**config.mk**
```make
export PLATFORM = sky130hd
export DESIGN_NAME = amcr_mode_level_regs
export DESIGN_NICKNAME = d
export VERILOG_FILES = /design/src/rtl/amcr_pkg.sv /design/src/rtl/amcr_mode_level_regs.sv
export VERILOG_INCLUDE_DIRS = /design/src /design/src/rtl
export SDC_FILE = /design/constraint.sdc
export NUM_CORES = 1
export LEC_CHECK = 0
export BUFFER_PORTS_ARGS = -buffer_cell sky130_fd_sc_hd__clkbuf_2
export CAP_MARGIN = 10
export CORE_ASPECT_RATIO = 1.4
export CORE_UTILIZATION = 30
export DETAILED_ROUTE_END_ITERATION = 7
export GPL_TIMING_DRIVEN = 0
export PLACE_DENSITY = 0.44
export SLEW_MARGIN = 40
export SYNTH_ARGS = -nofsm -noshare
export SYNTH_HDL_FRONTEND = slang
export SYNTH_SLANG_ARGS = --single-unit
```
**constraint.sdc**
```tcl
create_clock -name i_ref_clk -period 3.55 [get_ports i_ref_clk]
set_input_delay 0.355 -clock i_ref_clk [delete_from_list [all_inputs] [get_ports i_ref_clk]]
set_output_delay 0.355 -clock i_ref_clk [all_outputs]
set_load 0.02 [all_outputs]
```
**src/rtl/amcr_regs.svh**
```systemverilog
`ifndef AMCR_REGS_SVH
`define AMCR_REGS_SVH
// ----------------------------------------
// register offsets
// ----------------------------------------
`define AMCR_OFF_MODE 8'h02
`define AMCR_OFF_TIMING 8'h03
`define AMCR_OFF_SETUP 8'h04
`define AMCR_OFF_ERRCLR 8'h07
// ----------------------------------------
// reset values
// ----------------------------------------
`define AMCR_RST_MODE 8'h0C
`define AMCR_RST_TIMING 8'h2B
`define AMCR_RST_SETUP 8'h4B
// ----------------------------------------
// writable masks
// ----------------------------------------
`define AMCR_MASK_MODE 8'h3F
`define AMCR_MASK_TIMING 8'h3F
// ----------------------------------------
// field positions
// ----------------------------------------
`define AMCR_EDGE_LSB 4
`define AMCR_OC_BIT 3
`define AMCR_OT_BIT 2
`define AMCR_R2B_BIT 1
`define AMCR_L2B_BIT 0
`define AMCR_REL_LSB 3
`define AMCR_ATK_LSB 0
`define AMCR_ALC_BIT 7
`define AMCR_COMP_LSB 5
`define AMCR_BASIS_BIT 4
`define AMCR_LVL_LSB 0
// ----------------------------------------
// step timing, 200 MHz clock
// ----------------------------------------
`define AMCR_CLK_MHZ 200
`define AMCR_REL_BASE_US 4000
`define AMCR_ATK_BASE_US 32
`define AMCR_REL_BASE_CYC (`AMCR_REL_BASE_US * `AMCR_CLK_MHZ)
`define AMCR_ATK_BASE_CYC (`AMCR_ATK_BASE_US * `AMCR_CLK_MHZ)
`endif

```
**src/rtl/amcr_pkg.sv**
```systemverilog
package amcr_pkg;
    typedef enum logic [1:0]
    {
        AMCR_EDGE_NORMAL = 2'b00,
        AMCR_EDGE_SLOW1 = 2'b01,
        AMCR_EDGE_SLOW2 = 2'b10,
        AMCR_EDGE_SLOW3 = 2'b11
    } amcr_edge_t;
    typedef enum logic [1:0]
    {
        AMCR_COMP_LIMIT = 2'b00,
        AMCR_COMP_CURVE1 = 2'b01,
        AMCR_COMP_CURVE2 = 2'b10,
        AMCR_COMP_CURVE3 = 2'b11
    } amcr_comp_t;
endpackage

```
**src/rtl/amcr_mode_level_regs.sv**
```systemverilog
`timescale 1ns/100ps
`include "amcr_regs.svh"
// Function
// RULE_01 - edge select 00 normal edges; 01, 10, 11 slow edges
// RULE_02 - separate overcurrent and overheat auto retry enables, default 1
// RULE_03 - right-to-both mix sends right input to both outputs, default 0
// RULE_04 - left-to-both mix sends left input to both outputs, default 0
// RULE_05 - release step 4 ms doubling to 512 ms, default code 101
// RULE_06 - attack step 32 us doubling to 4 ms, default code 011
// RULE_07 - auto level enable hands gain to level control, default 0
// RULE_08 - compressor select 00 limiter, 01..11 curves, default 10
// RULE_09 - threshold basis 0 tracks supply, 1 fixed power, default 0
// RULE_10 - four bit threshold level code, default 1011
// RULE_11 - gain code writes ignored while auto level is enabled
// RULE_12 - threshold codes map monotonically, 0000 lowest to 1111 highest
// RULE_13 - error clear write ends a latched fault when retry is off
// RULE_14 - unused upper mode and timing bits read zero, ignore writes
module amcr_mode_level_regs
#(
    // base step counts, overridable so a bench can shorten long intervals
    parameter int unsigned REL_BASE_CYC = `AMCR_REL_BASE_CYC,
    parameter int unsigned ATK_BASE_CYC = `AMCR_ATK_BASE_CYC
)
(
    input wire logic i_ref_clk,
    input wire logic i_srst,
    input wire logic i_wr_en,
    input wire logic i_rd_en,
    input wire logic [7:0] i_addr,
    input wire logic [7:0] i_wdata,
    output logic [7:0] o_rdata,
    output logic o_rvalid,
    output amcr_pkg::amcr_edge_t o_edge_select,
    output logic o_slow_edges,
    output logic o_overcurrent_auto_retry,
    output logic o_overheat_auto_retry,
    output logic o_right_to_both_mix,
    output logic o_left_to_both_mix,
    output logic [2:0] o_release_rate_select,
    output logic [2:0] o_attack_rate_select,
    output logic o_auto_level_enable,
    output amcr_pkg::amcr_comp_t o_compressor_select,
    output logic o_threshold_basis_select,
    output logic [3:0] o_level_threshold_code,
    output logic o_gain_write_allow,
    output logic o_error_clear,
    output logic o_release_step,
    output logic o_attack_step
);
    import amcr_pkg::*;

    // ----------------------------------------
    // register storage
    // ----------------------------------------
    logic [7:0] mode_reg;
    logic [7:0] timing_reg;
    logic [7:0] setup_reg;
    logic [31:0] rel_cnt_reg;
    logic [31:0] atk_cnt_reg;
    logic [31:0] rel_limit;
    logic [31:0] atk_limit;
    logic [31:0] rel_base;
    logic [31:0] atk_base;
    logic [7:0] rdata_next;
    logic wr_mode;
    logic wr_timing;
    logic wr_setup;
    logic wr_errclr;

    // ----------------------------------------
    // reset images
    // ----------------------------------------
    // field defaults are sliced from the register defaults so they agree
    localparam logic [7:0] MODE_RST = `AMCR_RST_MODE;
    localparam logic [7:0] TIMING_RST = `AMCR_RST_TIMING;
    localparam logic [7:0] SETUP_RST = `AMCR_RST_SETUP;

    // ----------------------------------------
    // write decode
    // ----------------------------------------
    assign wr_mode = i_wr_en && i_addr == `AMCR_OFF_MODE;
    assign wr_timing = i_wr_en && i_addr == `AMCR_OFF_TIMING;
    assign wr_setup = i_wr_en && i_addr == `AMCR_OFF_SETUP;
    // error clear holds no storage, any data value counts
    assign wr_errclr = i_wr_en && i_addr == `AMCR_OFF_ERRCLR;

    always_ff @(posedge i_ref_clk)
    begin
        if (i_srst)
        begin
            mode_reg <= `AMCR_RST_MODE;
        end
        else if (wr_mode)
        begin
            mode_reg <= i_wdata & `AMCR_MASK_MODE; // RULE_14
        end
    end

    always_ff @(posedge i_ref_clk)
    begin
        if (i_srst)
        begin
            timing_reg <= `AMCR_RST_TIMING; // RULE_05
        end
        else if (wr_timing)
        begin
            timing_reg <= i_wdata & `AMCR_MASK_TIMING; // RULE_14
        end
    end

    always_ff @(posedge i_ref_clk)
    begin
        if (i_srst)
        begin
            setup_reg <= `AMCR_RST_SETUP; // RULE_10
        end
        else if (wr_setup)
        begin
            setup_reg <= i_wdata;
        end
    end

    // ----------------------------------------
    // read back
    // ----------------------------------------
    // unmapped offsets read zero; the gain block owns its own readback
    always_comb
    begin
        case (i_addr)
            `AMCR_OFF_MODE: rdata_next = mode_reg;
            `AMCR_OFF_TIMING: rdata_next = timing_reg;
            `AMCR_OFF_SETUP: rdata_next = setup_reg;
            default: rdata_next = 8'h00;
        endcase
    end

    always_ff @(posedge i_ref_clk)
    begin
        if (i_srst)
        begin
            o_rdata <= 8'h00;
        end
        else
        begin
            // data idles at zero so a stray sample never looks valid
            o_rdata <= i_rd_en ? rdata_next : 8'h00;
        end
    end

    always_ff @(posedge i_ref_clk)
    begin
        if (i_srst)
        begin
            o_rvalid <= 1'b0;
        end
        else
        begin
            o_rvalid <= i_rd_en;
        end
    end

    // ----------------------------------------
    // field outputs
    // ----------------------------------------
    always_ff @(posedge i_ref_clk)
    begin
        if (i_srst)
        begin
            o_edge_select <= amcr_edge_t'(MODE_RST[`AMCR_EDGE_LSB +: 2]);
            o_slow_edges <= MODE_RST[`AMCR_EDGE_LSB +: 2] != 2'h0;
        end
        else
        begin
            o_edge_select <= amcr_edge_t'(mode_reg[`AMCR_EDGE_LSB +: 2]);
            // supply advice for codes 10/11 is the board's concern
            o_slow_edges <= mode_reg[`AMCR_EDGE_LSB +: 2] != 2'h0; // RULE_01
        end
    end

    always_ff @(posedge i_ref_clk)
    begin
        if (i_srst)
        begin
            o_overcurrent_auto_retry <= MODE_RST[`AMCR_OC_BIT];
            o_overheat_auto_retry <= MODE_RST[`AMCR_OT_BIT];
        end
        else
        begin
            o_overcurrent_auto_retry <= mode_reg[`AMCR_OC_BIT]; // RULE_02
            o_overheat_auto_retry <= mode_reg[`AMCR_OT_BIT]; // RULE_02
        end
    end

    always_ff @(posedge i_ref_clk)
    begin
        if (i_srst)
        begin
            o_right_to_both_mix <= MODE_RST[`AMCR_R2B_BIT];
            o_left_to_both_mix <= MODE_RST[`AMCR_L2B_BIT];
        end
        else
        begin
            o_right_to_both_mix <= mode_reg[`AMCR_R2B_BIT]; // RULE_03
            o_left_to_both_mix <= mode_reg[`AMCR_L2B_BIT]; // RULE_04
        end
    end

    always_ff @(posedge i_ref_clk)
    begin
        if (i_srst)
        begin
            o_release_rate_select <= TIMING_RST[`AMCR_REL_LSB +: 3];
            o_attack_rate_select <= TIMING_RST[`AMCR_ATK_LSB +: 3];
        end
        else
        begin
            o_release_rate_select <= timing_reg[`AMCR_REL_LSB +: 3]; // RULE_05
            o_attack_rate_select <= timing_reg[`AMCR_ATK_LSB +: 3]; // RULE_06
        end
    end

    always_ff @(posedge i_ref_clk)
    begin
        if (i_srst)
        begin
            o_auto_level_enable <= SETUP_RST[`AMCR_ALC_BIT];
            o_compressor_select <=
                amcr_comp_t'(SETUP_RST[`AMCR_COMP_LSB +: 2]);
            o_threshold_basis_select <= SETUP_RST[`AMCR_BASIS_BIT];
            o_level_threshold_code <= SETUP_RST[`AMCR_LVL_LSB +: 4];
        end
        else
        begin
            o_auto_level_enable <= setup_reg[`AMCR_ALC_BIT]; // RULE_07
            o_compressor_select <=
                amcr_comp_t'(setup_reg[`AMCR_COMP_LSB +: 2]); // RULE_08
            o_threshold_basis_select <= setup_reg[`AMCR_BASIS_BIT]; // RULE_09
            // code passed straight through, analog ladder is monotonic
            o_level_threshold_code <= setup_reg[`AMCR_LVL_LSB +: 4]; // RULE_12
        end
    end

    // the gain block itself lives elsewhere; it drops writes while low
    always_ff @(posedge i_ref_clk)
    begin
        if (i_srst)
        begin
            o_gain_write_allow <= ~SETUP_RST[`AMCR_ALC_BIT];
        end
        else
        begin
            o_gain_write_allow <= ~setup_reg[`AMCR_ALC_BIT]; // RULE_11
        end
    end

    // ----------------------------------------
    // error clear strobe
    // ----------------------------------------
    always_ff @(posedge i_ref_clk)
    begin
        if (i_srst)
        begin
            o_error_clear <= 1'b0;
        end
        else
        begin
            o_error_clear <= wr_errclr; // RULE_13
        end
    end

    // ----------------------------------------
    // step timers
    // ----------------------------------------
    // base counts are parameters so simulation can shrink them
    // bases of 2**25 cycles or more overflow the limit at code 111
    assign rel_base = 32'(REL_BASE_CYC);
    assign atk_base = 32'(ATK_BASE_CYC);
    assign rel_limit = rel_base << timing_reg[`AMCR_REL_LSB +: 3]; // RULE_05
    assign atk_limit = atk_base << timing_reg[`AMCR_ATK_LSB +: 3]; // RULE_06

    always_ff @(posedge i_ref_clk)
    begin
        if (i_srst || !setup_reg[`AMCR_ALC_BIT])
        begin
            rel_cnt_reg <= 32'h0;
            o_release_step <= 1'b0;
        end
        else if (rel_cnt_reg >= rel_limit - 32'h1)
        begin
            rel_cnt_reg <= 32'h0;
            o_release_step <= 1'b1;
        end
        else
        begin
            rel_cnt_reg <= rel_cnt_reg + 32'h1;
            o_release_step <= 1'b0;
        end
    end

    always_ff @(posedge i_ref_clk)
    begin
        if (i_srst || !setup_reg[`AMCR_ALC_BIT])
        begin
            atk_cnt_reg <= 32'h0;
            o_attack_step <= 1'b0;
        end
        else if (atk_cnt_reg >= atk_limit - 32'h1)
        begin
            atk_cnt_reg <= 32'h0;
            o_attack_step <= 1'b1;
        end
        else
        begin
            atk_cnt_reg <= atk_cnt_reg + 32'h1;
            o_attack_step <= 1'b0;
        end
    end
endmodule // amcr_mode_level_regs

```
== Word level (Yosys, flattened, before mapping) ==
Index checks and enable logic that the tools add are counted.
Storage, ports and cells
  logic and storage cells: 50
  latch bits: 0
  bits in read-only memories: 0
  memories kept: 0
  flip-flop bits (word level): 118
  memory bits (writable): 0
Cells by class
  order comparisons: 2
  multiply operators: 0
  add/sub/neg operators: 4
  bitwise logic cells: 2
  shift operators: 2
  mux-type cells: 3
  div/mod/pow operators: 0
  eq/ne operators: 4
  reductions and logical operators: 10
Operators with widths (number)
  $add 32x1->32 const B: 2
  $ge 32x32->1: 2
  $sub 32x1->32 const B: 2
  $shl 13x3->32 const A: 1
  $shl 20x3->32 const A: 1
  $pmux 8 s3: 1
  $eq 8x2->1 const B: 2
  $eq 8x3->1 const B: 2
  $reduce_or 2->1: 3
  $logic_and 1x1->1: 4
  $mux 1: 2
  $not 1->1: 2
  $reduce_bool 2->1: 1
  $logic_not 1->1: 1
  $logic_or 1x1->1: 1

== Logic depth before layout (Yosys ltp) ==
  word-level depth: 4
  gate-level depth with buffers: 17
  depth with buffers taken out: 14

== Least setup slack after synthesis ==
No wires, ideal clock.
  path type: reg-to-reg
  start point: reg timing_reg[1]
  end point: reg atk_cnt_reg[10]
  data required time: 3418 ps
  cell stages (with the launch flop): 18
  slack: 278 ps
  arrival time: 3140 ps
  cells stage by stage: dfxtp_1 > clkbuf_1 > inv_1 > ha_1 > clkbuf_1 > nand2b_1 > ha_1 > nor3b_1 > xnor2_1 > nand2_1 > o21ai_0 > ha_1 > nand4_1 > nor3_1 > a21oi_1 > o211ai_1 > clkbuf_1 > nor3_1
Between the ends
  cells in the longest elaborated chain, start to end: 4
Ends and longest elaborated chain
  from (decl): line amcr_mode_level_regs.sv:56  | logic [7:0] timing_reg;
  from (signal assigned): line amcr_mode_level_regs.sv:103  | timing_reg <= `AMCR_RST_TIMING;
  from (signal assigned): line amcr_mode_level_regs.sv:107  | timing_reg <= i_wdata & `AMCR_MASK_TIMING;
  $shl 13x3->32: line amcr_mode_level_regs.sv:279  | assign atk_limit = atk_base << timing_reg[`AMCR_ATK_LSB +: 3];
  $sub 32x1->32: line amcr_mode_level_regs.sv:307  | else if (atk_cnt_reg >= atk_limit - 32'h1)
  $ge 32x32->1: line amcr_mode_level_regs.sv:307
  $reduce_or 2->1 (no line)
  to (signal assigned): line amcr_mode_level_regs.sv:314  | atk_cnt_reg <= atk_cnt_reg + 32'h1;
  to (decl): line amcr_mode_level_regs.sv:59  | logic [31:0] atk_cnt_reg;
Every way passes these cells.
A chain may end at the register's enable or synchronous reset.

== Worst setup path after layout ==
  start point: reg timing_reg[3]
  end point: reg rel_cnt_reg[20]
Between the ends
  cells in the longest elaborated chain, start to end: 4
Ends and longest elaborated chain
  $shl 20x3->32: line amcr_mode_level_regs.sv:278  | assign rel_limit = rel_base << timing_reg[`AMCR_REL_LSB +: 3];
  $sub 32x1->32: line amcr_mode_level_regs.sv:288  | else if (rel_cnt_reg >= rel_limit - 32'h1)
  $ge 32x32->1: line amcr_mode_level_regs.sv:288
  $reduce_or 2->1 (no line)
  to (signal assigned): line amcr_mode_level_regs.sv:295  | rel_cnt_reg <= rel_cnt_reg + 32'h1;
  to (decl): line amcr_mode_level_regs.sv:58  | logic [31:0] rel_cnt_reg;
Every way passes these cells.

==> results.md <==
Run status
* outcome: completed

Power
* PnR Total Power: 3.36 mW
* worst IR drop on VDD: 0.000239 V
* P per Cell Area: 478 nW/µm²
* cell leakage power: 2.76 nW

Layout
* # nets final: 775
* Fillers: 1934
* layout overhead on the synthesized area: 23.6%
* share of layout cells above drive strength 1: 17.5%
* final std cells w/o fill: 962
* final design instance area without fill: 7020 µm²
* count of inserted antenna diode cells: 0

CTS
* clock buffer count from CTS: 17
* CTS H-tree lvls: 4
* TritonCTS clock tree: built
* count of hold-fix buffers inserted at cts: 0
* number of buffers between clock root and the deepest sink: 2
* clock latency reported for the late side of the worst-skew pair: 430 ps
* CTS root buf: clkbuf_16
* clock sink count: 118
* clock-pin slew on the worst setup and hold paths: 60 ps

Yosys
* proportion of netlist area held by the largest area contributor: 41.6%
* synthesized-area fraction occupied by xor and xnor cells: 9.25%
* main combinational cell family by area after synthesis: simple AND/OR/NAND/NOR gates
* number of cells produced by synthesis: 623
* cells taking the most area after synthesis: dfxtp_1, ha_1, xor2_1
* synthesis warning total: 0
* post-synthesis share of cell area spent on and, or, nand and nor gates: 24.9%
* post-synthesis share of cell area spent on full adders, half adders and majority gates: 10.8%
* cell with the most instances after synthesis: dfxtp_1
* dominant register cell in the synthesized netlist: dfxtp_1
* sequential cell area fraction in the yosys report: 41.6%
* post-synthesis mux area share: 2.60%
* post-synthesis async set-or-reset flop share: 0%
* complex-gate fraction of the synthesized area: 7.33%
* flops & latches, synth: 118
* number of unique standard cell types used by synthesis: 47
* Post-synth EDFFs: 0
* Synth area leader: dfxtp_1
* most used standard cells in the synthesized netlist: dfxtp_1, nor3_1, ha_1
* Post-Syn Area: 5680 µm²
* mean area per synthesized cell: 9.12 µm²

Hold path
* worst hold path class: in2reg
* hold path cells: 3

Timing
* period utilization: 91.7%
* number of hold violations in the final report: 0
* worst slew margin relative to its limit: 44.9%
* Final Critical Period: 3260 ps
* skew final: 10.2 ps
* unrepaired setup endpoints after global routing: no
* Final Setup Violations: 0
* measured slew at the worst slew-check pin: 821 ps
* maximum clock frequency: 0.307 GHz
* count of pins over their slew limit: 0

Run
* Max-cap violations: 0

Global routing
* gr usage total: 14.9%
* final global-route overflow total: 0
* antenna violations before repair: 0
* number of global-route vias before repair: 4503
* maximum number of pins on one net before global-route repair: 17
* global-route wire length before repair: 22.5 mm

Floorplan
* Chip Width: 118 µm
* height of the die: 165 µm
* Cell Rows: 59
* placeable core region: 18600 µm²
* total die area: 19500 µm²
* number of top-level pins: 54
* Initial Util: 30.5%

Place
* HPWL after detailed placement: 10.1 mm
* total placed cells including tap cells: 931
* last weighted congestion value of the routability-driven placer: 0.787
* placed cell area: 6300 µm²
* number of buffers inserted by port buffering: 52

Critical path
* cell seen most often among critical-path stages: ha_1
* worst stage delay on the critical path: 440 ps
* crit path max-delay cell type: dfxtp_1
* CP Data Arrival Time: 3540 ps
* cell breakdown of the critical path: inv_1 > ha_1 > nand2_1 > ha_1 > nand2_1 > xnor2_1 > a21oi_1 > ha_1 > nand4_1 > nor4_1 > a211oi_1 > o211ai_2 > clkbuf_4 > nor3_1
* endpoint class of the critical path: register
* element type at the critical path start: register
* required time of the critical path: 3840 ps
* total number of cells along the worst setup path: 14
* largest fanout on the critical path: 10
* critical path's top delay family: adder cells
* number of cells on the worst reg-to-reg path: 14
* classification of the worst setup path: reg2reg
* WP buf/inv: 2

Route
* routed metal-1 wire length: 6.03 mm
* routed via count: 4594
* met3 WL: 369 µm
* detailed-router iteration count before antenna repair: 4
* DR WL met2: 7.19 mm
* overall routed net length: 13.8 mm
* average via count per standard cell: 4.78
* uppermost layer routed: met4
* detailed-route DRC error count: 0
* Iteration-0 DRC Markers: 164
* antenna-violating nets left: 0
* routed length per placed instance: 14.3 µm

[what timing repair did]
item / in CTS / in global routing
cloned: 0 / 0
gates resized for setup: 7 / 11
pin swaps: 1 / 1
endpoints found under the hold margin: 0 / 0
setup buffers: 1 / 1
endpoints found under the setup margin: 22 / 50
[per-stage QoR]
stage          utilization (%)  hold WS [ps]  TNS [ps]  worst slack (ps)
2_1_floorplan                -           428         0               278
3_3_place_gp              33.8           459    -10380              -551
3_5_place_dp              33.9           462    -10910              -566
4_1_cts                   37.6           144         0              52.0
5_1_grt                   37.8           141         0              33.4
6_report                  37.8           167         0               295
[tightest hold or removal path, cell delays in order]
cell	delay [ps]
clkbuf_2	100
nand2_1	60
nor2_1	40
[report_power, final]
| group | switching (mW) | total, mW | internal [mW] | leakage [nW] |
|---|---|---|---|---|
| registers | 0.00220 | 1.34 | 1.33 | 0.955 |
| logic | 0.0323 | 0.0522 | 0.0198 | 1.48 |
| clock network | 0.637 | 1.97 | 1.33 | 0.316 |
[cell usage in the layout, fill, tap and decap left out, types with 23 or more instances in the layout]
cell type and count:
nor3_1 58, a21oi_1 23, xnor2_1 23, nor2_1 40, xor2_1 37, nand4_1 28
clkbuf_2 53, nand3_1 23, ha_1 46, dfxtp_1 117, nand2_1 48
[final timing paths]
check / to / slack, ps / start
max reg2reg: rel_cnt_reg[20]$_SDFF_PP0_ / 290 / timing_reg[3]$_SDFFE_PP1P_
min: o_error_clear$_SDFF_PP0_ / 170 / i_addr[2]
max: rel_cnt_reg[20]$_SDFF_PP0_ / 290 / timing_reg[3]$_SDFFE_PP1P_
min reg2reg: setup_reg[2]$_SDFFE_PP0P_ / 470 / setup_reg[2]$_SDFFE_PP0P_
[layout make-up]
type                       count  area [µm²]  share of cell area (%)
multi-input combinational    471        3200                    45.6
sequential                   118        2360                    33.7
clock buffer                  19         443                    6.31
tap                          244         305                    4.35
timing repair buffer          54         275                    3.92
clock inverter                12         225                    3.21
buffer                        25         136                    1.94
inverter                      19        71.3                    1.02
[cells by family after synthesis]
kind of cell / count (synthesis)
AO/OA/AOI/OAI: 64
XOR/XNOR: 60
adder cells (fa/ha/maj): 49
buffers and inverters: 46
flip-flops: 118
multiplexers: 14
other: 2
AND/OR/NAND/NOR: 270
[routing by layer]
metal  vias up  global-route usage, %
met4         0                   7.11
li1       2359                      -
met3        13                   3.25
met1      2164                   16.5
met5         -                      0
met2        58                   27.1
(Power assumes the default switching activity.)
